### src/design/scbr_pkg.sv
// Contract
// - Phase 0 changes data on first clock edge, samples next; phase 1 the reverse.
// - Polarity bit sets serial clock idle level: 0 low, 1 high.
// - Bit-order bit: 0 shifts LSB first, 1 MSB first, both directions.
// - Character length bit: 0 gives 8-bit, 1 gives 7-bit characters.
// - Pin mode: 00 3-pin, 01 enable high, 10 enable low, 11 I2C.
// - Synchronous enable bit picks async (0) or sync (1); resets to 1.
// - Source select: 00 external clock, 01 auxiliary, 10/11 sub-main; resets to 3.
// - In 4-pin master, enable-pin role: 0 conflict detect, 1 drive slave enable.
// - Soft reset hold bit holds interface logic in reset; resets to 1.
// - Control and divider fields change only while soft reset hold is set.
// - Bit clock is source divided by divider; zero divider passes source through.
// - Reset values 01C1h, 00h, 02h, 0000h; byte access to control and divider halves.
// - Receive buffer read clears error and receive flags; 7-bit data right-justified.
// - Transmit flag set while transmit buffer empty; buffer write clears it.
// - Bus conflict flag set on conflict in 4-wire master mode only.
package scbr_pkg;
	localparam logic [5:0]  IDX_CTL       = 6'h00;
	localparam logic [5:0]  IDX_CTL_HI    = 6'h01;
	localparam logic [5:0]  IDX_BRW       = 6'h06;
	localparam logic [5:0]  IDX_BRW_HI    = 6'h07;
	localparam logic [5:0]  IDX_STAT      = 6'h08;
	localparam logic [5:0]  IDX_RXBUF     = 6'h0c;
	localparam logic [5:0]  IDX_TXBUF     = 6'h0e;
	localparam logic [5:0]  IDX_IE        = 6'h2a;
	localparam logic [5:0]  IDX_IFG       = 6'h2c;
	localparam logic [5:0]  IDX_IV        = 6'h2e;
	localparam logic [5:0]  IDX_ICLR      = 6'h30;
	localparam int          CTL_CKPH      = 15;
	localparam int          CTL_CKPL      = 14;
	localparam int          CTL_MSB       = 13;
	localparam int          CTL_SEVEN     = 12;
	localparam int          CTL_MST       = 11;
	localparam int          CTL_MODE      = 9;
	localparam int          CTL_SYNC      = 8;
	localparam int          CTL_SSEL      = 6;
	localparam int          CTL_STEM      = 1;
	localparam int          CTL_SWRST     = 0;
	localparam int          ST_LISTEN     = 7;
	localparam int          ST_FE         = 6;
	localparam int          ST_OE         = 5;
	localparam int          IFG_RX        = 0;
	localparam int          IFG_TX        = 1;
	localparam logic [15:0] CTL_RESET     = 16'h01c1;
	localparam logic [15:0] CTL_WMASK     = 16'hffc3;
	localparam logic [15:0] CTL_HOLD_MASK = 16'h0001;
	localparam logic [15:0] BRW_RESET     = 16'h0000;
	localparam logic [15:0] STAT_WMASK    = 16'h00e0;
	localparam logic [15:0] IV_NONE       = 16'h0000;
	localparam logic [15:0] IV_RX         = 16'h0002;
	localparam logic [15:0] IV_TX         = 16'h0004;
	localparam logic [1:0]  IFG_RESET     = 2'h2;
	localparam logic [3:0]  CHAR_LEN8     = 4'h8;
	localparam logic [3:0]  CHAR_LEN7     = 4'h7;
	localparam logic [3:0]  SETTLE_CYC    = 4'h6;
	typedef enum logic [1:0] {
		PM_3PIN    = 2'h0,
		PM_4PIN_HI = 2'h1,
		PM_4PIN_LO = 2'h2,
		PM_I2C     = 2'h3
	} scbr_pin_mode_e;
	typedef enum logic [1:0] {
		SRC_EXT      = 2'h0,
		SRC_AUX      = 2'h1,
		SRC_SUB_MAIN = 2'h2,
		SRC_SUB_ALT  = 2'h3
	} scbr_clk_src_e;
	typedef enum logic [1:0] {
		ENG_IDLE  = 2'h0,
		ENG_LEAD  = 2'h1,
		ENG_TRAIL = 2'h3
	} scbr_state_e;
endpackage

### src/design/scbr_sync.sv
module scbr_sync #(
	parameter int WIDTH = 1
) (
	input  wire logic             i_clk_sys,
	input  wire logic             i_rstn,
	input  wire logic [WIDTH-1:0] i_async,
	output logic      [WIDTH-1:0] o_stage2,
	output logic      [WIDTH-1:0] o_stage3
);
	logic [WIDTH-1:0] stage1;

	always_ff @(posedge i_clk_sys or negedge i_rstn) begin
		if (!i_rstn) begin
			stage1   <= '0;
			o_stage2 <= '0;
			o_stage3 <= '0;
		end else begin
			stage1   <= i_async;
			o_stage2 <= stage1;
			o_stage3 <= o_stage2;
		end
	end
endmodule

### src/design/scbr_top.sv
// The Avalon-MM interface to the registers is this design's own decision.
module scbr_top (
	input  wire logic        i_clk_sys,
	input  wire logic        i_rstn,
	input  wire logic [7:0]  i_avs_address,
	input  wire logic        i_avs_read,
	input  wire logic        i_avs_write,
	input  wire logic [31:0] i_avs_writedata,
	input  wire logic [3:0]  i_avs_byteenable,
	output logic      [31:0] o_avs_readdata,
	output logic             o_avs_waitrequest,
	input  wire logic        i_aux_clk_tick,
	input  wire logic        i_sub_main_clk_tick,
	input  wire logic        i_serial_clock_pin,
	output logic             o_serial_clock_pin,
	output logic             o_serial_clock_pin_oe,
	input  wire logic        i_slave_enable_pin,
	output logic             o_slave_enable_pin,
	output logic             o_slave_enable_pin_oe,
	input  wire logic        i_simo_pin,
	output logic             o_simo_pin,
	output logic             o_simo_pin_oe,
	input  wire logic        i_somi_pin,
	output logic             o_somi_pin,
	output logic             o_somi_pin_oe,
	output logic             o_irq
);
	logic [15:0] ctl, brw, dcnt, h_ticks, wd16, be16, rd_val, m_ctl, m_brw;
	logic [7:0]  txb, rxb, tx_sh, rx_sh, rx_nx, tx_shifted;
	logic [3:0]  bcnt, bcnt_nx, nbits, s2, s3, pin, agree, gap;
	logic        settled, tick;
	logic [1:0]  ifg, ie, mode, ssel;
	logic [5:0]  idx, tgt;
	logic        listen, fe, oe, sclk, dout, waitreq;
	logic        ckph, ckpl, msb, seven, mst, stem, swrst;
	logic        eng_on, four_pin, act_hi, ste_act, slave_en, conflict;
	logic        src_tick, bit_tick, clk_edge, lead_ev, trail_ev, samp, chg;
	logic        din, done, start, abort, load, rx_done;
	logic        req, take, acc, wr, rd_rx, tx_wr;
	scbr_pkg::scbr_state_e state;

	// Serial clock, enable, data-in lines arrive from the pins
	scbr_sync #(.WIDTH(4)) u_sync (
		.i_clk_sys (i_clk_sys),
		.i_rstn    (i_rstn),
		.i_async   ({i_serial_clock_pin, i_slave_enable_pin, i_simo_pin, i_somi_pin}),
		.o_stage2  (s2),
		.o_stage3  (s3)
	);

	// A pin level counts only once two later stages agree
	assign agree = ~(s2 ^ s3);

	always_ff @(posedge i_clk_sys or negedge i_rstn) begin
		if (!i_rstn) begin
			pin <= 4'h0;
		end else begin
			pin <= (s2 & agree) | (pin & ~agree);
		end
	end

	assign clk_edge = agree[3] && (s2[3] != pin[3]);

	assign ckph  = ctl[scbr_pkg::CTL_CKPH];
	assign ckpl  = ctl[scbr_pkg::CTL_CKPL];
	assign msb   = ctl[scbr_pkg::CTL_MSB];
	assign seven = ctl[scbr_pkg::CTL_SEVEN];
	assign mst   = ctl[scbr_pkg::CTL_MST];
	assign stem  = ctl[scbr_pkg::CTL_STEM];
	assign swrst = ctl[scbr_pkg::CTL_SWRST];
	assign mode  = ctl[scbr_pkg::CTL_MODE +: 2];
	assign ssel  = ctl[scbr_pkg::CTL_SSEL +: 2];

	// Engine runs only out of hold, in synchronous SPI pin modes
	assign eng_on = !swrst && ctl[scbr_pkg::CTL_SYNC] && (mode != scbr_pkg::PM_I2C);
	assign four_pin = (mode == scbr_pkg::PM_4PIN_HI) || (mode == scbr_pkg::PM_4PIN_LO);
	assign act_hi   = (mode == scbr_pkg::PM_4PIN_HI);
	assign ste_act  = (pin[2] == act_hi);
	assign slave_en = !four_pin || ste_act;
	// Role bit only matters in 4-pin master operation
	assign conflict = eng_on && mst && four_pin && !stem && ste_act;
	assign nbits    = seven ? scbr_pkg::CHAR_LEN7 : scbr_pkg::CHAR_LEN8;

	always_comb begin
		unique case (ssel)
			scbr_pkg::SRC_EXT: src_tick = 1'b0;
			scbr_pkg::SRC_AUX: src_tick = i_aux_clk_tick;
			default:           src_tick = i_sub_main_clk_tick;
		endcase
	end

	// Each clock half lasts long enough for the far side's reply to cross the pin
	// synchronisers before it is sampled; this caps the bit rate at small dividers
	assign settled  = (gap >= scbr_pkg::SETTLE_CYC);
	assign tick     = src_tick && settled;
	// Zero and one both give one source tick per bit
	assign bit_tick = tick && (dcnt == ((brw == 16'h0000) ? 16'h0000 : brw - 16'h0001));

	assign lead_ev  = (state == scbr_pkg::ENG_LEAD)
		&& (mst ? bit_tick : (clk_edge && (s2[3] != ckpl)));
	assign trail_ev = (state == scbr_pkg::ENG_TRAIL)
		&& (mst ? settled : (clk_edge && (s2[3] == ckpl)));
	assign samp = (lead_ev && ckph) || (trail_ev && !ckph);
	assign chg  = (lead_ev && !ckph) || (trail_ev && ckph);
	assign din  = listen ? dout : (mst ? pin[0] : pin[1]);
	assign rx_nx = !samp ? rx_sh : (msb ? {rx_sh[6:0], din} : {din, rx_sh[7:1]});
	assign tx_shifted = msb ? {tx_sh[6:0], 1'b0} : {1'b0, tx_sh[7:1]};
	assign bcnt_nx = bcnt + {3'h0, samp};
	assign done    = trail_ev && (bcnt_nx == nbits);
	assign abort   = (state != scbr_pkg::ENG_IDLE) && (!eng_on || (mst ? conflict : !slave_en));
	// A buffer write in the same cycle would otherwise lose its data
	assign start = (state == scbr_pkg::ENG_IDLE) && eng_on && !tx_wr
		&& (mst ? (!ifg[scbr_pkg::IFG_TX] && !conflict) : slave_en);
	assign load    = start && !ifg[scbr_pkg::IFG_TX];
	assign rx_done = done && !abort;

	function automatic logic out_bit(input logic [7:0] v, input logic m, input logic s);
		out_bit = m ? (s ? v[6] : v[7]) : v[0];
	endfunction

	always_ff @(posedge i_clk_sys or negedge i_rstn) begin
		if (!i_rstn) begin
			state <= scbr_pkg::ENG_IDLE;
			bcnt  <= 4'h0;
			dcnt  <= 16'h0000;
			tx_sh <= 8'h00;
			rx_sh <= 8'h00;
			dout  <= 1'b0;
		end else if (abort || !eng_on) begin
			state <= scbr_pkg::ENG_IDLE;
			bcnt  <= 4'h0;
			dcnt  <= 16'h0000;
		end else begin
			unique case (state)
				scbr_pkg::ENG_IDLE: begin
					if (start) begin
						state <= scbr_pkg::ENG_LEAD;
						dcnt  <= 16'h0000;
					end
					if (load) begin
						tx_sh <= txb;
						dout  <= out_bit(txb, msb, seven);
					end
				end
				scbr_pkg::ENG_LEAD: begin
					if (lead_ev) begin
						state <= scbr_pkg::ENG_TRAIL;
					end
					dcnt <= bit_tick ? 16'h0000 : dcnt + {15'h0000, tick};
				end
				scbr_pkg::ENG_TRAIL: begin
					if (trail_ev) begin
						state <= done ? scbr_pkg::ENG_IDLE : scbr_pkg::ENG_LEAD;
					end
				end
				default: state <= scbr_pkg::ENG_IDLE;
			endcase
			bcnt  <= done ? 4'h0 : bcnt_nx;
			rx_sh <= rx_nx;
			// The first change edge of phase 0 only re-presents the loaded bit
			if (chg && (bcnt != 4'h0)) begin
				tx_sh <= tx_shifted;
				dout  <= out_bit(tx_shifted, msb, seven);
			end
		end
	end

	always_ff @(posedge i_clk_sys or negedge i_rstn) begin
		if (!i_rstn) begin
			rxb <= 8'h00;
		end else if (rx_done) begin
			rxb <= !seven ? rx_nx : (msb ? {1'b0, rx_nx[6:0]} : {1'b0, rx_nx[7:1]});
		end
	end

	always_ff @(posedge i_clk_sys or negedge i_rstn) begin
		if (!i_rstn) begin
			sclk <= 1'b0;
		end else if (!eng_on || (state == scbr_pkg::ENG_IDLE)) begin
			sclk <= ckpl;
		end else if (mst && lead_ev) begin
			sclk <= ~ckpl;
		end else if (mst && trail_ev) begin
			sclk <= ckpl;
		end
	end

	always_ff @(posedge i_clk_sys or negedge i_rstn) begin
		if (!i_rstn) begin
			o_serial_clock_pin_oe <= 1'b0;
			o_simo_pin_oe         <= 1'b0;
			o_somi_pin_oe         <= 1'b0;
			o_slave_enable_pin_oe <= 1'b0;
			o_slave_enable_pin    <= 1'b0;
		end else begin
			o_serial_clock_pin_oe <= eng_on && mst;
			o_simo_pin_oe         <= eng_on && mst;
			o_somi_pin_oe         <= eng_on && !mst && slave_en;
			o_slave_enable_pin_oe <= eng_on && mst && four_pin && stem;
			o_slave_enable_pin    <= (state != scbr_pkg::ENG_IDLE) ? act_hi : !act_hi;
		end
	end

	assign o_serial_clock_pin = sclk;
	assign o_simo_pin         = dout;
	assign o_somi_pin         = dout;

	// Bus slave: request taken while waitrequest is high, completed one cycle later
	assign req   = i_avs_read || i_avs_write;
	assign take  = req && waitreq;
	assign acc   = req && !waitreq;
	assign wr    = acc && i_avs_write;
	assign idx   = i_avs_address[7:2];
	assign rd_rx = take && i_avs_read && (idx == scbr_pkg::IDX_RXBUF);
	assign tx_wr = wr && (tgt == scbr_pkg::IDX_TXBUF) && be16[0];

	always_comb begin
		tgt  = idx;
		wd16 = i_avs_writedata[15:0];
		be16 = {{8{i_avs_byteenable[1]}}, {8{i_avs_byteenable[0]}}};
		if ((idx == scbr_pkg::IDX_CTL_HI) || (idx == scbr_pkg::IDX_BRW_HI)) begin
			tgt  = idx - 6'h01;
			wd16 = {i_avs_writedata[7:0], 8'h00};
			be16 = {{8{i_avs_byteenable[0]}}, 8'h00};
		end
	end

	assign m_ctl = be16 & (swrst ? scbr_pkg::CTL_WMASK : scbr_pkg::CTL_HOLD_MASK);
	assign m_brw = be16 & {16{swrst}};

	always_comb begin
		unique case (idx)
			scbr_pkg::IDX_CTL:    rd_val = ctl;
			scbr_pkg::IDX_CTL_HI: rd_val = {8'h00, ctl[15:8]};
			scbr_pkg::IDX_BRW:    rd_val = brw;
			scbr_pkg::IDX_BRW_HI: rd_val = {8'h00, brw[15:8]};
			scbr_pkg::IDX_STAT:
				rd_val = {8'h00, listen, fe, oe, 4'h0, state != scbr_pkg::ENG_IDLE};
			scbr_pkg::IDX_RXBUF:  rd_val = {8'h00, rxb};
			scbr_pkg::IDX_TXBUF:  rd_val = {8'h00, txb};
			scbr_pkg::IDX_IE:     rd_val = {14'h0000, ie};
			scbr_pkg::IDX_IFG:    rd_val = {14'h0000, ifg};
			scbr_pkg::IDX_IV:
				rd_val = ifg[scbr_pkg::IFG_RX] ? scbr_pkg::IV_RX
					: (ifg[scbr_pkg::IFG_TX] ? scbr_pkg::IV_TX : scbr_pkg::IV_NONE);
			default:              rd_val = 16'h0000;
		endcase
	end

	always_ff @(posedge i_clk_sys or negedge i_rstn) begin
		if (!i_rstn) begin
			waitreq        <= 1'b1;
			o_avs_readdata <= 32'h0000_0000;
		end else begin
			waitreq <= !take;
			if (take) begin
				o_avs_readdata <= {16'h0000, i_avs_read ? rd_val : 16'h0000};
			end
		end
	end

	assign o_avs_waitrequest = waitreq;

	always_ff @(posedge i_clk_sys or negedge i_rstn) begin
		if (!i_rstn) begin
			ctl <= scbr_pkg::CTL_RESET;
			brw <= scbr_pkg::BRW_RESET;
		end else if (wr && (tgt == scbr_pkg::IDX_CTL)) begin
			ctl <= (ctl & ~m_ctl) | (wd16 & m_ctl);
		end else if (wr && (tgt == scbr_pkg::IDX_BRW)) begin
			brw <= (brw & ~m_brw) | (wd16 & m_brw);
		end
	end

	// Hardware sets are applied last so an event never loses to a clear
	always_ff @(posedge i_clk_sys or negedge i_rstn) begin
		if (!i_rstn) begin
			listen <= 1'b0;
			fe     <= 1'b0;
			oe     <= 1'b0;
		end else begin
			if (wr && (tgt == scbr_pkg::IDX_STAT) && swrst) begin
				listen <= be16[scbr_pkg::ST_LISTEN] ? wd16[scbr_pkg::ST_LISTEN] : listen;
				fe     <= be16[scbr_pkg::ST_FE] ? wd16[scbr_pkg::ST_FE] : fe;
				oe     <= be16[scbr_pkg::ST_OE] ? wd16[scbr_pkg::ST_OE] : oe;
			end else if (swrst) begin
				fe <= 1'b0;
				oe <= 1'b0;
			end else if (rd_rx) begin
				fe <= 1'b0;
				oe <= 1'b0;
			end
			if (conflict) begin
				fe <= 1'b1;
			end
			if (rx_done && ifg[scbr_pkg::IFG_RX]) begin
				oe <= 1'b1;
			end
		end
	end

	always_ff @(posedge i_clk_sys or negedge i_rstn) begin
		if (!i_rstn) begin
			txb <= 8'h00;
		end else if (tx_wr) begin
			txb <= seven ? {1'b0, wd16[6:0]} : wd16[7:0];
		end
	end

	always_ff @(posedge i_clk_sys or negedge i_rstn) begin
		if (!i_rstn) begin
			ie <= 2'h0;
		end else if (wr && (tgt == scbr_pkg::IDX_IE) && be16[0]) begin
			ie <= wd16[1:0];
		end
	end

	always_ff @(posedge i_clk_sys or negedge i_rstn) begin
		if (!i_rstn) begin
			ifg <= scbr_pkg::IFG_RESET;
		end else if (swrst) begin
			ifg <= scbr_pkg::IFG_RESET;
		end else begin
			if (wr && (tgt == scbr_pkg::IDX_ICLR) && be16[0]) begin
				ifg <= ifg & ~wd16[1:0];
			end
			if (rd_rx) begin
				ifg[scbr_pkg::IFG_RX] <= 1'b0;
			end
			if (tx_wr) begin
				ifg[scbr_pkg::IFG_TX] <= 1'b0;
			end
			if (load) begin
				ifg[scbr_pkg::IFG_TX] <= 1'b1;
			end
			if (rx_done) begin
				ifg[scbr_pkg::IFG_RX] <= 1'b1;
			end
		end
	end

	always_ff @(posedge i_clk_sys or negedge i_rstn) begin
		if (!i_rstn) begin
			o_irq <= 1'b0;
		end else begin
			o_irq <= |(ifg & ie);
		end
	end

	always_ff @(posedge i_clk_sys or negedge i_rstn) begin
		if (!i_rstn) begin
			gap <= 4'h0;
		end else if ((state == scbr_pkg::ENG_IDLE) || lead_ev || trail_ev) begin
			gap <= 4'h0;
		end else if (!settled) begin
			gap <= gap + 4'h1;
		end
	end

	// Settled source ticks seen since entering the lead state, for checking only
	always_ff @(posedge i_clk_sys or negedge i_rstn) begin
		if (!i_rstn) begin
			h_ticks <= 16'h0000;
		end else if ((state != scbr_pkg::ENG_LEAD) || lead_ev) begin
			h_ticks <= 16'h0000;
		end else if (tick) begin
			h_ticks <= h_ticks + 16'h0001;
		end
	end
endmodule

### config.mk
export PLATFORM = sky130hd
export DESIGN_NAME = scbr_top
export DESIGN_NICKNAME = d
export VERILOG_FILES = /design/src/design/scbr_pkg.sv /design/src/design/scbr_sync.sv /design/src/design/scbr_top.sv
export SDC_FILE = /design/constraint.sdc
export NUM_CORES = 1
export LEC_CHECK = 0
export ABC_CLOCK_PERIOD_IN_PS = 5000
export BUFFER_PORTS_ARGS = -buffer_cell sky130_fd_sc_hd__buf_2
export CORE_MARGIN = 1
export CORE_UTILIZATION = 37
export CTS_CLUSTER_SIZE = 14
export DETAILED_ROUTE_END_ITERATION = 8
export PLACE_DENSITY = 0.58
export SYNTH_ARGS = -nofsm -noshare
export SYNTH_HDL_FRONTEND = slang
export SYNTH_HIERARCHICAL = 1
export SYNTH_SLANG_ARGS = --single-unit
### constraint.sdc
create_clock -name i_clk_sys -period 5 [get_ports i_clk_sys]
set_input_delay 0.5 -clock i_clk_sys [delete_from_list [all_inputs] [get_ports i_clk_sys]]
set_output_delay 0.5 -clock i_clk_sys [all_outputs]
set_load 0.02 [all_outputs]
==> results of run 1 <==
per-layer routing:
| metal | wire [um] | vias to the layer above |
|---|---|---|
| met5 | 0 | - |
| met4 | 601 | 0 |
| met3 | 1230 | 36 |
| met2 | 10500 | 209 |
| met1 | 10100 | 3289 |
| li1 | - | 3255 |
repair_timing:
item / 4_1_cts / 5_1_grt
gates resized for setup: 0 / 18
endpoints found under the setup margin: 0 / 10
setup buffers: 0 / 4
hold buffers: 0 / 0
report_power, final:
group / leakage, nW / switching [mW] / internal (mW)
registers: 1.71 / 0.0174 / 1.10
logic: 2.24 / 0.0970 / 0.0409
clock network: 0.296 / 0.480 / 0.795
total: 4.25 / 0.594 / 1.94
cells in the mapped netlist, drive strengths merged (10+ instances only):
library cell,count
dfrtp,127
mux2i,32
clkbuf,34
a22oi,15
mux2,33
o21ai,73
nor2,72
ha,14
nand2,93
xnor2,15
nand3,37
buf,32
a21oi,34
nand4,12
nor4,10
inv,28
nor3,12
and3,24
nand2b,10
worst paths after layout:
path	cells after the start	slack, ps	start	endpoint
setup / recovery	19	140	flop	rxb[5]
hold / removal	1	90	i_rstn	o_irq
setup reg to reg	19	140	flop	rxb[5]
hold reg to reg	0	350	u_sync/stage1[1]	u_sync/o_stage2[1]
max in group asynchronous	2	3740	i_rstn	rx_sh[4]
min in group i_clk_sys	1	190	i_slave_enable_pin	u_sync/stage1[2]
cell usage in the layout (no fill, tap or decap), types with 17 or more instances in the layout:
cell / count
sky130_fd_sc_hd__buf_2: 58
sky130_fd_sc_hd__buf_4: 36
sky130_fd_sc_hd__o21ai_0: 69
sky130_fd_sc_hd__mux2_2: 33
sky130_fd_sc_hd__clkbuf_16: 17
sky130_fd_sc_hd__inv_1: 26
sky130_fd_sc_hd__mux2i_1: 32
sky130_fd_sc_hd__and3_1: 24
sky130_fd_sc_hd__nand2_1: 91
sky130_fd_sc_hd__a21oi_1: 29
sky130_fd_sc_hd__nor2_1: 71
sky130_fd_sc_hd__nand3_1: 37
sky130_fd_sc_hd__dfrtp_1: 127
area by class of cell:
type	instances	share of cell area [%]
multi-input cells	652	46.7
flip-flops and latches	133	35.7
repair buffers	97	6.35
clock buffers	19	4.74
well taps	275	3.68
clock inverters	13	1.69
inverters	29	1.16
logic make-up after synthesis:
logic type	count (synthesis)	synth area share, %
AO/OA/AOI/OAI	216	18.8
buffers and inverters	95	5.92
AND/OR/NAND/NOR	314	19.7
adder cells (fa/ha/maj)	18	2.68
other	1	0.0467
multiplexers	65	8.62
XOR/XNOR	22	2.66
flip-flops	133	41.5
through the flow:
stage	worst slack, ps	hold slack [ps]	area [um^2]	power (mW)	setup TNS (ps)
after floorplan	16.6	204	8130	1.21	0
after global placement	63.4	332	8650	1.27	0
after detailed placement	35.1	335	8650	1.27	0
after CTS	7.64	155	9260	2.55	0
after global routing	-42.8	162	9350	2.62	-142
final	144	94.3	9350	2.53	0
==> results.md, run 1 <==
- The area of all sequential standard cells is 0.00334 mm^2.
- The largest net degree at the start of global routing is 83.
- The first global-routing pass estimated about 35000 um of wire.
- The slowest stage of the critical path is the sky130_fd_sc_hd__or4_4 cell.
- In this design, the stage delay of the slowest critical-path cell is between 500 and 600 ps.
- The initial antenna violation count is 0.
- Dividing the detail-routed via count by the number of cells gives ~5.6.
- The area enclosed by the die boundary is between 0.02 and 0.025 mm^2.
- The count of final max-slew check failures is 0.
- The flow ran to the end, and the final reports show no timing, DRC or antenna violations.
- The starting utilization of the core area is 38.0%.
- Global routing consumed, on the met1 layer, 27.4% of the routing resources.
- The via count of the first global-routing pass is 6310.
- The die extent in y is 149 um.
- For the worst setup path, the data required time is 5300 ps.
- The worst supply voltage drop on vdd is 0.229 mV.
- The count of maximum capacitance violations is 0.
- The flip-flop cell with the highest count after synthesis is sky130_fd_sc_hd__dfrtp_1.
- In this design, the critical path's most frequently occurring cell is sky130_fd_sc_hd__or4_4.
- The path category of the worst min-delay check is input pin to async pin.
- The number of synthesized register bits is 133.
- The clock tree from TritonCTS is built.
- The number of library cell types mapped by synthesis is 85.
- The repair_antennas step left the layout with diodes totalling 0.
- The startpoint-to-endpoint class of the critical path is flop to flop.
- The final wirelength is 22400 um.
- The maximum clock insertion buffer count is 2.
- In the finished design, the share of the clock period the worst path needs comes to 97.1%.
- Excluding fillers, the count of instances in the completed layout stands at 1218.
- The first detailed-routing pass took 5 iterations.
- The final layout contains 998 nets.
- Once layout is complete, the utilization of the core stands at 44.2%.
- The register clock-pin slew on the reported worst setup and hold paths is around 60 ps.
- The core region area is 0.0212 mm^2.
- The final setup skew is 7.08 ps.
- The number of standard-cell rows in the floorplan is 53.
- The post-synthesis sequential area ratio is 41.5%.
- The met2 track demand over resource in global routing is 33.5%.
- Measured against its own limit, the worst slew margin works out to 24.9%.
- Summing all multi-input logic gate instances after layout gives 0.00437 mm^2.
- The mean post-synth cell area is 9.29 um^2.
- The startpoint type of the worst setup path is a flop.
- At the end of routability-driven placement, the weighted congestion stood at 0.863.
- The maximum fanout encountered on the critical timing path is 9.
- The routed wire length per instance is 18.4 um.
- The share of post-route cells with drive strength above 1 is between 20% and 30%.
- The busiest layer in global routing is met2.
- The time the worst path needs with I/O delays and setup is between 4000 and 5000 ps.
- The number of enable-type register cells in the synthesized netlist is 0.
- The total I/O pin count is between 90 and 100.
- The width of the die is roughly 150 um.
- The fmax is 206 MHz.
- The worst setup path is captured at a flop.
- Fill cells in the final layout number slightly above 2000.
- Counting every sink on the clock net gives 133.
- After the first detailed-routing iteration, the DRC count stood at 492.
- Input and output buffers added on the ports amount to 59.
- The cell area that synthesis handed to floorplanning was 0.00803 mm^2.
- The synthesis-to-layout area growth is 16.5%.
- The number of hold violations in the final report is 0.
- After legalization and detailed placement, the total HPWL measured 16500 um.
- The post-detailed-route DRC marker count is 0.
- The clock tree synthesis step divided the H-tree into 4 levels.
- Summing over every cut layer, the via total after detailed routing is 6789.
- Counting the buffers created by CTS gives 17.
- The placed cell count is 1181.
- By area the synthesized netlist is led by sky130_fd_sc_hd__dfrtp_1, sky130_fd_sc_hd__mux2_2, sky130_fd_sc_hd__o21ai_0.
- Summed over all instances, the cell type with the most area after synthesis is sky130_fd_sc_hd__dfrtp_1.
- The number of antenna-violating nets in the routed design is 0.
- The clock latency on the worst-skew pair is 420 ps.
- The signal on the critical path passes through buf_4 > or4_4 > or2_4 > o41ai_4 > a221oi_2 > or4_4 > nor2_4 > a41oi_4 > o21ai_2 > ha_2 > ha_1 > or4_4 > o21ai_2 > nand2_2 > a21oi_4 > buf_6 > nand2_2 > a21oi_2 > a211oi_2.
- Dividing total power by cell area gives a power density of 270 mW/mm^2.
- The total grt overflow is 0.
- CTS placed an instance of sky130_fd_sc_hd__clkbuf_16 at the clock tree root.
- The arrival time at the worst endpoint is 5150 ps.
- The count of yosys warnings during synthesis is 6.
- Global routing consumed, over all layers together, 20.8% of the routing resources.
- The async set or reset register ratio after synthesis is 100%.
- The actual slew at the worst max-slew pin is 1120 ps.
- The count of final setup violators is 0.
- The critical path buffer and inverter count is 2.
- Summed over all cells, the static leakage comes to between 4 and 5 nW.
- In this run the biggest area consumer among cell types represents 39.6% of the synthesized area.
- The kind of cell with the highest combined delay along the critical path is simple AND/OR/NAND/NOR gates.
- The met3 routing resource usage after global routing is 3.98%.
- The instance count of the mapped netlist is 864.
Power figures use the tool's default switching activity.
==> inputs of run 2 (changes only) <==
--- a/config.mk
+++ b/config.mk
@@ -6,12 +6,12 @@
 export NUM_CORES = 1
 export LEC_CHECK = 0
 export ABC_CLOCK_PERIOD_IN_PS = 5000
-export BUFFER_PORTS_ARGS = -buffer_cell sky130_fd_sc_hd__buf_2
 export CORE_MARGIN = 1
 export CORE_UTILIZATION = 37
 export CTS_CLUSTER_SIZE = 14
 export DETAILED_ROUTE_END_ITERATION = 8
-export PLACE_DENSITY = 0.58
+export DONT_BUFFER_PORTS = 1
+export PLACE_DENSITY = 0.54
 export SYNTH_ARGS = -nofsm -noshare
 export SYNTH_HDL_FRONTEND = slang
 export SYNTH_HIERARCHICAL = 1
==> results.md, run 2 (synthesis results as in run 1) <==
- The run finished with clean final reports.
- The via count of the first global-routing pass is 6240.
- Data on the critical path is required at its endpoint by 5330 ps.
- The worst supply voltage drop on vdd is 0.134 mV.
- In the finished design, the share of the clock period the worst path needs comes to 97.2%.
- In this run, the number of DRC markers left after iteration 0 of detailed routing was 527.
- CTS built an H-tree with a depth of 4.
- Excluding fillers, the count of instances in the completed layout stands at 1160.
- In this run the worst hold path is classified as input pin to async pin.
- For this design the top-level I/O count stands at 96.
- The critical path is of the flop to flop type.
- The die extent in y is 149 um.
- The fmax is 206 MHz.
- The critical-path cell with the highest stage delay is sky130_fd_sc_hd__or4_4.
- For the pin with the worst max-slew slack, the measured transition is 1100 ps.
- TritonCTS built the clock tree.
- The number of hold violations in the final report is 0.
- The floorplan step defined a die boundary enclosing 0.0223 mm^2.
- The most common library cell in the layout ignoring fill and taps is sky130_fd_sc_hd__dfrtp_1.
- The count of final setup violators is 0.
- The critical path capture point type is a flop.
- The final wirelength is roughly 23000 um.
- The number of clock sinks is around 130.
- The worst hold margin is 50.0 ps.
- The number of antenna-violating nets in the routed design is 0.
- The worst register-to-register path ends at rxb[3].
- In the layout the commonest cells are sky130_fd_sc_hd__dfrtp_1, sky130_fd_sc_hd__nand2_1, sky130_fd_sc_hd__nor2_1.
- Clock tree synthesis inserted a total of 17 buffers.
- After detailed routing, the average wire length per cell comes to slightly below 20 um.
- Measured against its own limit, the worst slew margin works out to 26.0%.
- The tree is rooted in a sky130_fd_sc_hd__clkbuf_16.
- After clock tree synthesis, the clock-pin slew on the worst setup and hold paths is 60 ps.
- The maximum fanout encountered on the critical timing path is 7.
- The routed via count divided by cell count is roughly 5.7.
- Setup total negative slack on the finished layout was measured at 0 ps.
- The share of post-route cells with drive strength above 1 is 16.6%.
- The arrival time at the worst endpoint is 5190 ps.
- The total vias in the final route is 6612.
- The worst register-to-register path has a depth of 19.
- The number of I/O port buffers is 0.
- Routability-driven placement finished with a final weighted congestion of 0.881.
- The overall track demand over capacity in global routing is 21.2%.
- The reg2reg setup slack is approximately 140 ps.
- The core region area is 0.0212 mm^2.
- The total grt overflow is 0.
- Including well taps, the total number of placed cells is 1124.
- The sum of internal, switching and leakage power is 2.45 mW.
- For the worst-skew pair, the clock arrives at the later sink with an insertion delay of 420 ps.
- The cell type with the highest occurrence count on the critical path is sky130_fd_sc_hd__ha_2.
- Entering global routing, the biggest net connects around 130 pins.
- In this design, the stage delay of the slowest critical-path cell is 550 ps.
- Detailed placement finished with a half-perimeter wire length of 16600 um.
- The critical path goes through inv_1 > ha_2 > or3b_4 > xnor2_2 > or4b_4 > o311a_1 > or4_4 > nor2_4 > a41oi_4 > o21ai_2 > ha_2 > ha_4 > or4_1 > o21ai_1 > nand2_2 > a21oi_4 > buf_4 > nor2_1 > a211oi_1.
- Across the run, the number of max-cap violations was 0.
- The die is about 150 um wide.
- The total number of nets in the final design is 940.
- The initial antenna violation count is 0.
- The wire length of the first global-routing pass is between 30000 and 40000 um.
- The count of final max-slew check failures is 0.
- The antenna diode instance count is 0.
- The layout has 2054 filler cells.
- The number of standard-cell rows in the floorplan is 53.
- Once the floorplan was initialized, standard cells occupied 38.0% of the core.
- The first detailed-routing pass ran for 5 iterations.
- The maximum clock insertion buffer count is 2.
- The post-detailed-route DRC marker count is 0.
- Compared with the post-synthesis result, the final layout area differs by 12.4%.
- The startpoint type of the worst setup path is a flop.
- After layout, the minimum clock period comes to 4860 ps.
- The cell area power density is between 200 and 300 mW/mm^2.
- The final setup skew is approximately 10 ps.
- In this run the static leakage power is between 3 and 4 nW.
## run 2: cell types whose count changed in the layout (fill, tap and decap cells not counted), sizes merged
cell      previous run  this run
clkbuf              19        17
clkinvlp             1         3
bufinv               3         1
clkinv              10         6
inv                 28        34
buf                 97        39
## run 2: how the worst max path moves through the flow
stage          slack (ps)  endpoint  from  depth (start not counted)
3_5_place_dp           50    rxb[3]  flop                         19
2_1_floorplan          20    rxb[2]  flop                         22
3_3_place_gp           60    rxb[1]  flop                         19
5_1_grt               -40    rxb[3]  flop                         20
6_report              140    rxb[3]  flop                         19
4_1_cts                10    rxb[1]  flop                         19
## run 2: through the flow
| step | area (um^2) | setup slack [ps] | utilization [%] |
|---|---|---|---|
| 2_1_floorplan | 8130 | 16.6 | - |
| 3_3_place_gp | 8370 | 61.9 | 39.6 |
| 3_5_place_dp | 8370 | 48.1 | 39.6 |
| 4_1_cts | 8970 | 13.0 | 42.4 |
| 5_1_grt | 9030 | -38.7 | 42.7 |
| 6_report | 9030 | 138 | 42.7 |
## run 2: final cells by class
cell class	instances	area, um^2	area share [%]
Clock buffer	17	425	4.71
Clock inverter	15	145	1.61
Inverter	29	109	1.21
Multi-Input combinational cell	652	4360	48.2
Sequential cell	133	3340	37.0
Tap cell	275	344	3.81
Timing Repair Buffer	39	313	3.47
## run 2: worst max-delay path, delay by kind of cell, from the launching register on
family | cells | cell delay [ps]
simple gates | 7 | 2260
buf+inv | 2 | 260
xor+xnor | 1 | 200
flops | 1 | 380
fa+ha+maj | 3 | 610
compound gates | 6 | 1050
## run 2: per-layer routing
layer,wire length (um),vias to the layer above,track usage [%]
met5,0,-,0
met4,731,0,9.54
met3,1190,43,3.98
met2,10500,201,32.8
met1,10400,3236,28.7
li1,-,3132,-
## run 2: timing repair
item,4_1_cts,5_1_grt
hold endpoints to repair,133,0
gates resized for setup,0,9
setup buffers,0,2
hold buffers,1,0
setup endpoints to repair,0,10
## run 2: where the power goes
part	internal [mW]	switching (mW)	total (mW)
logic	0.0321	0.0789	0.111
clock network	0.695	0.523	1.22
registers	1.10	0.0205	1.12
total	1.83	0.623	2.45
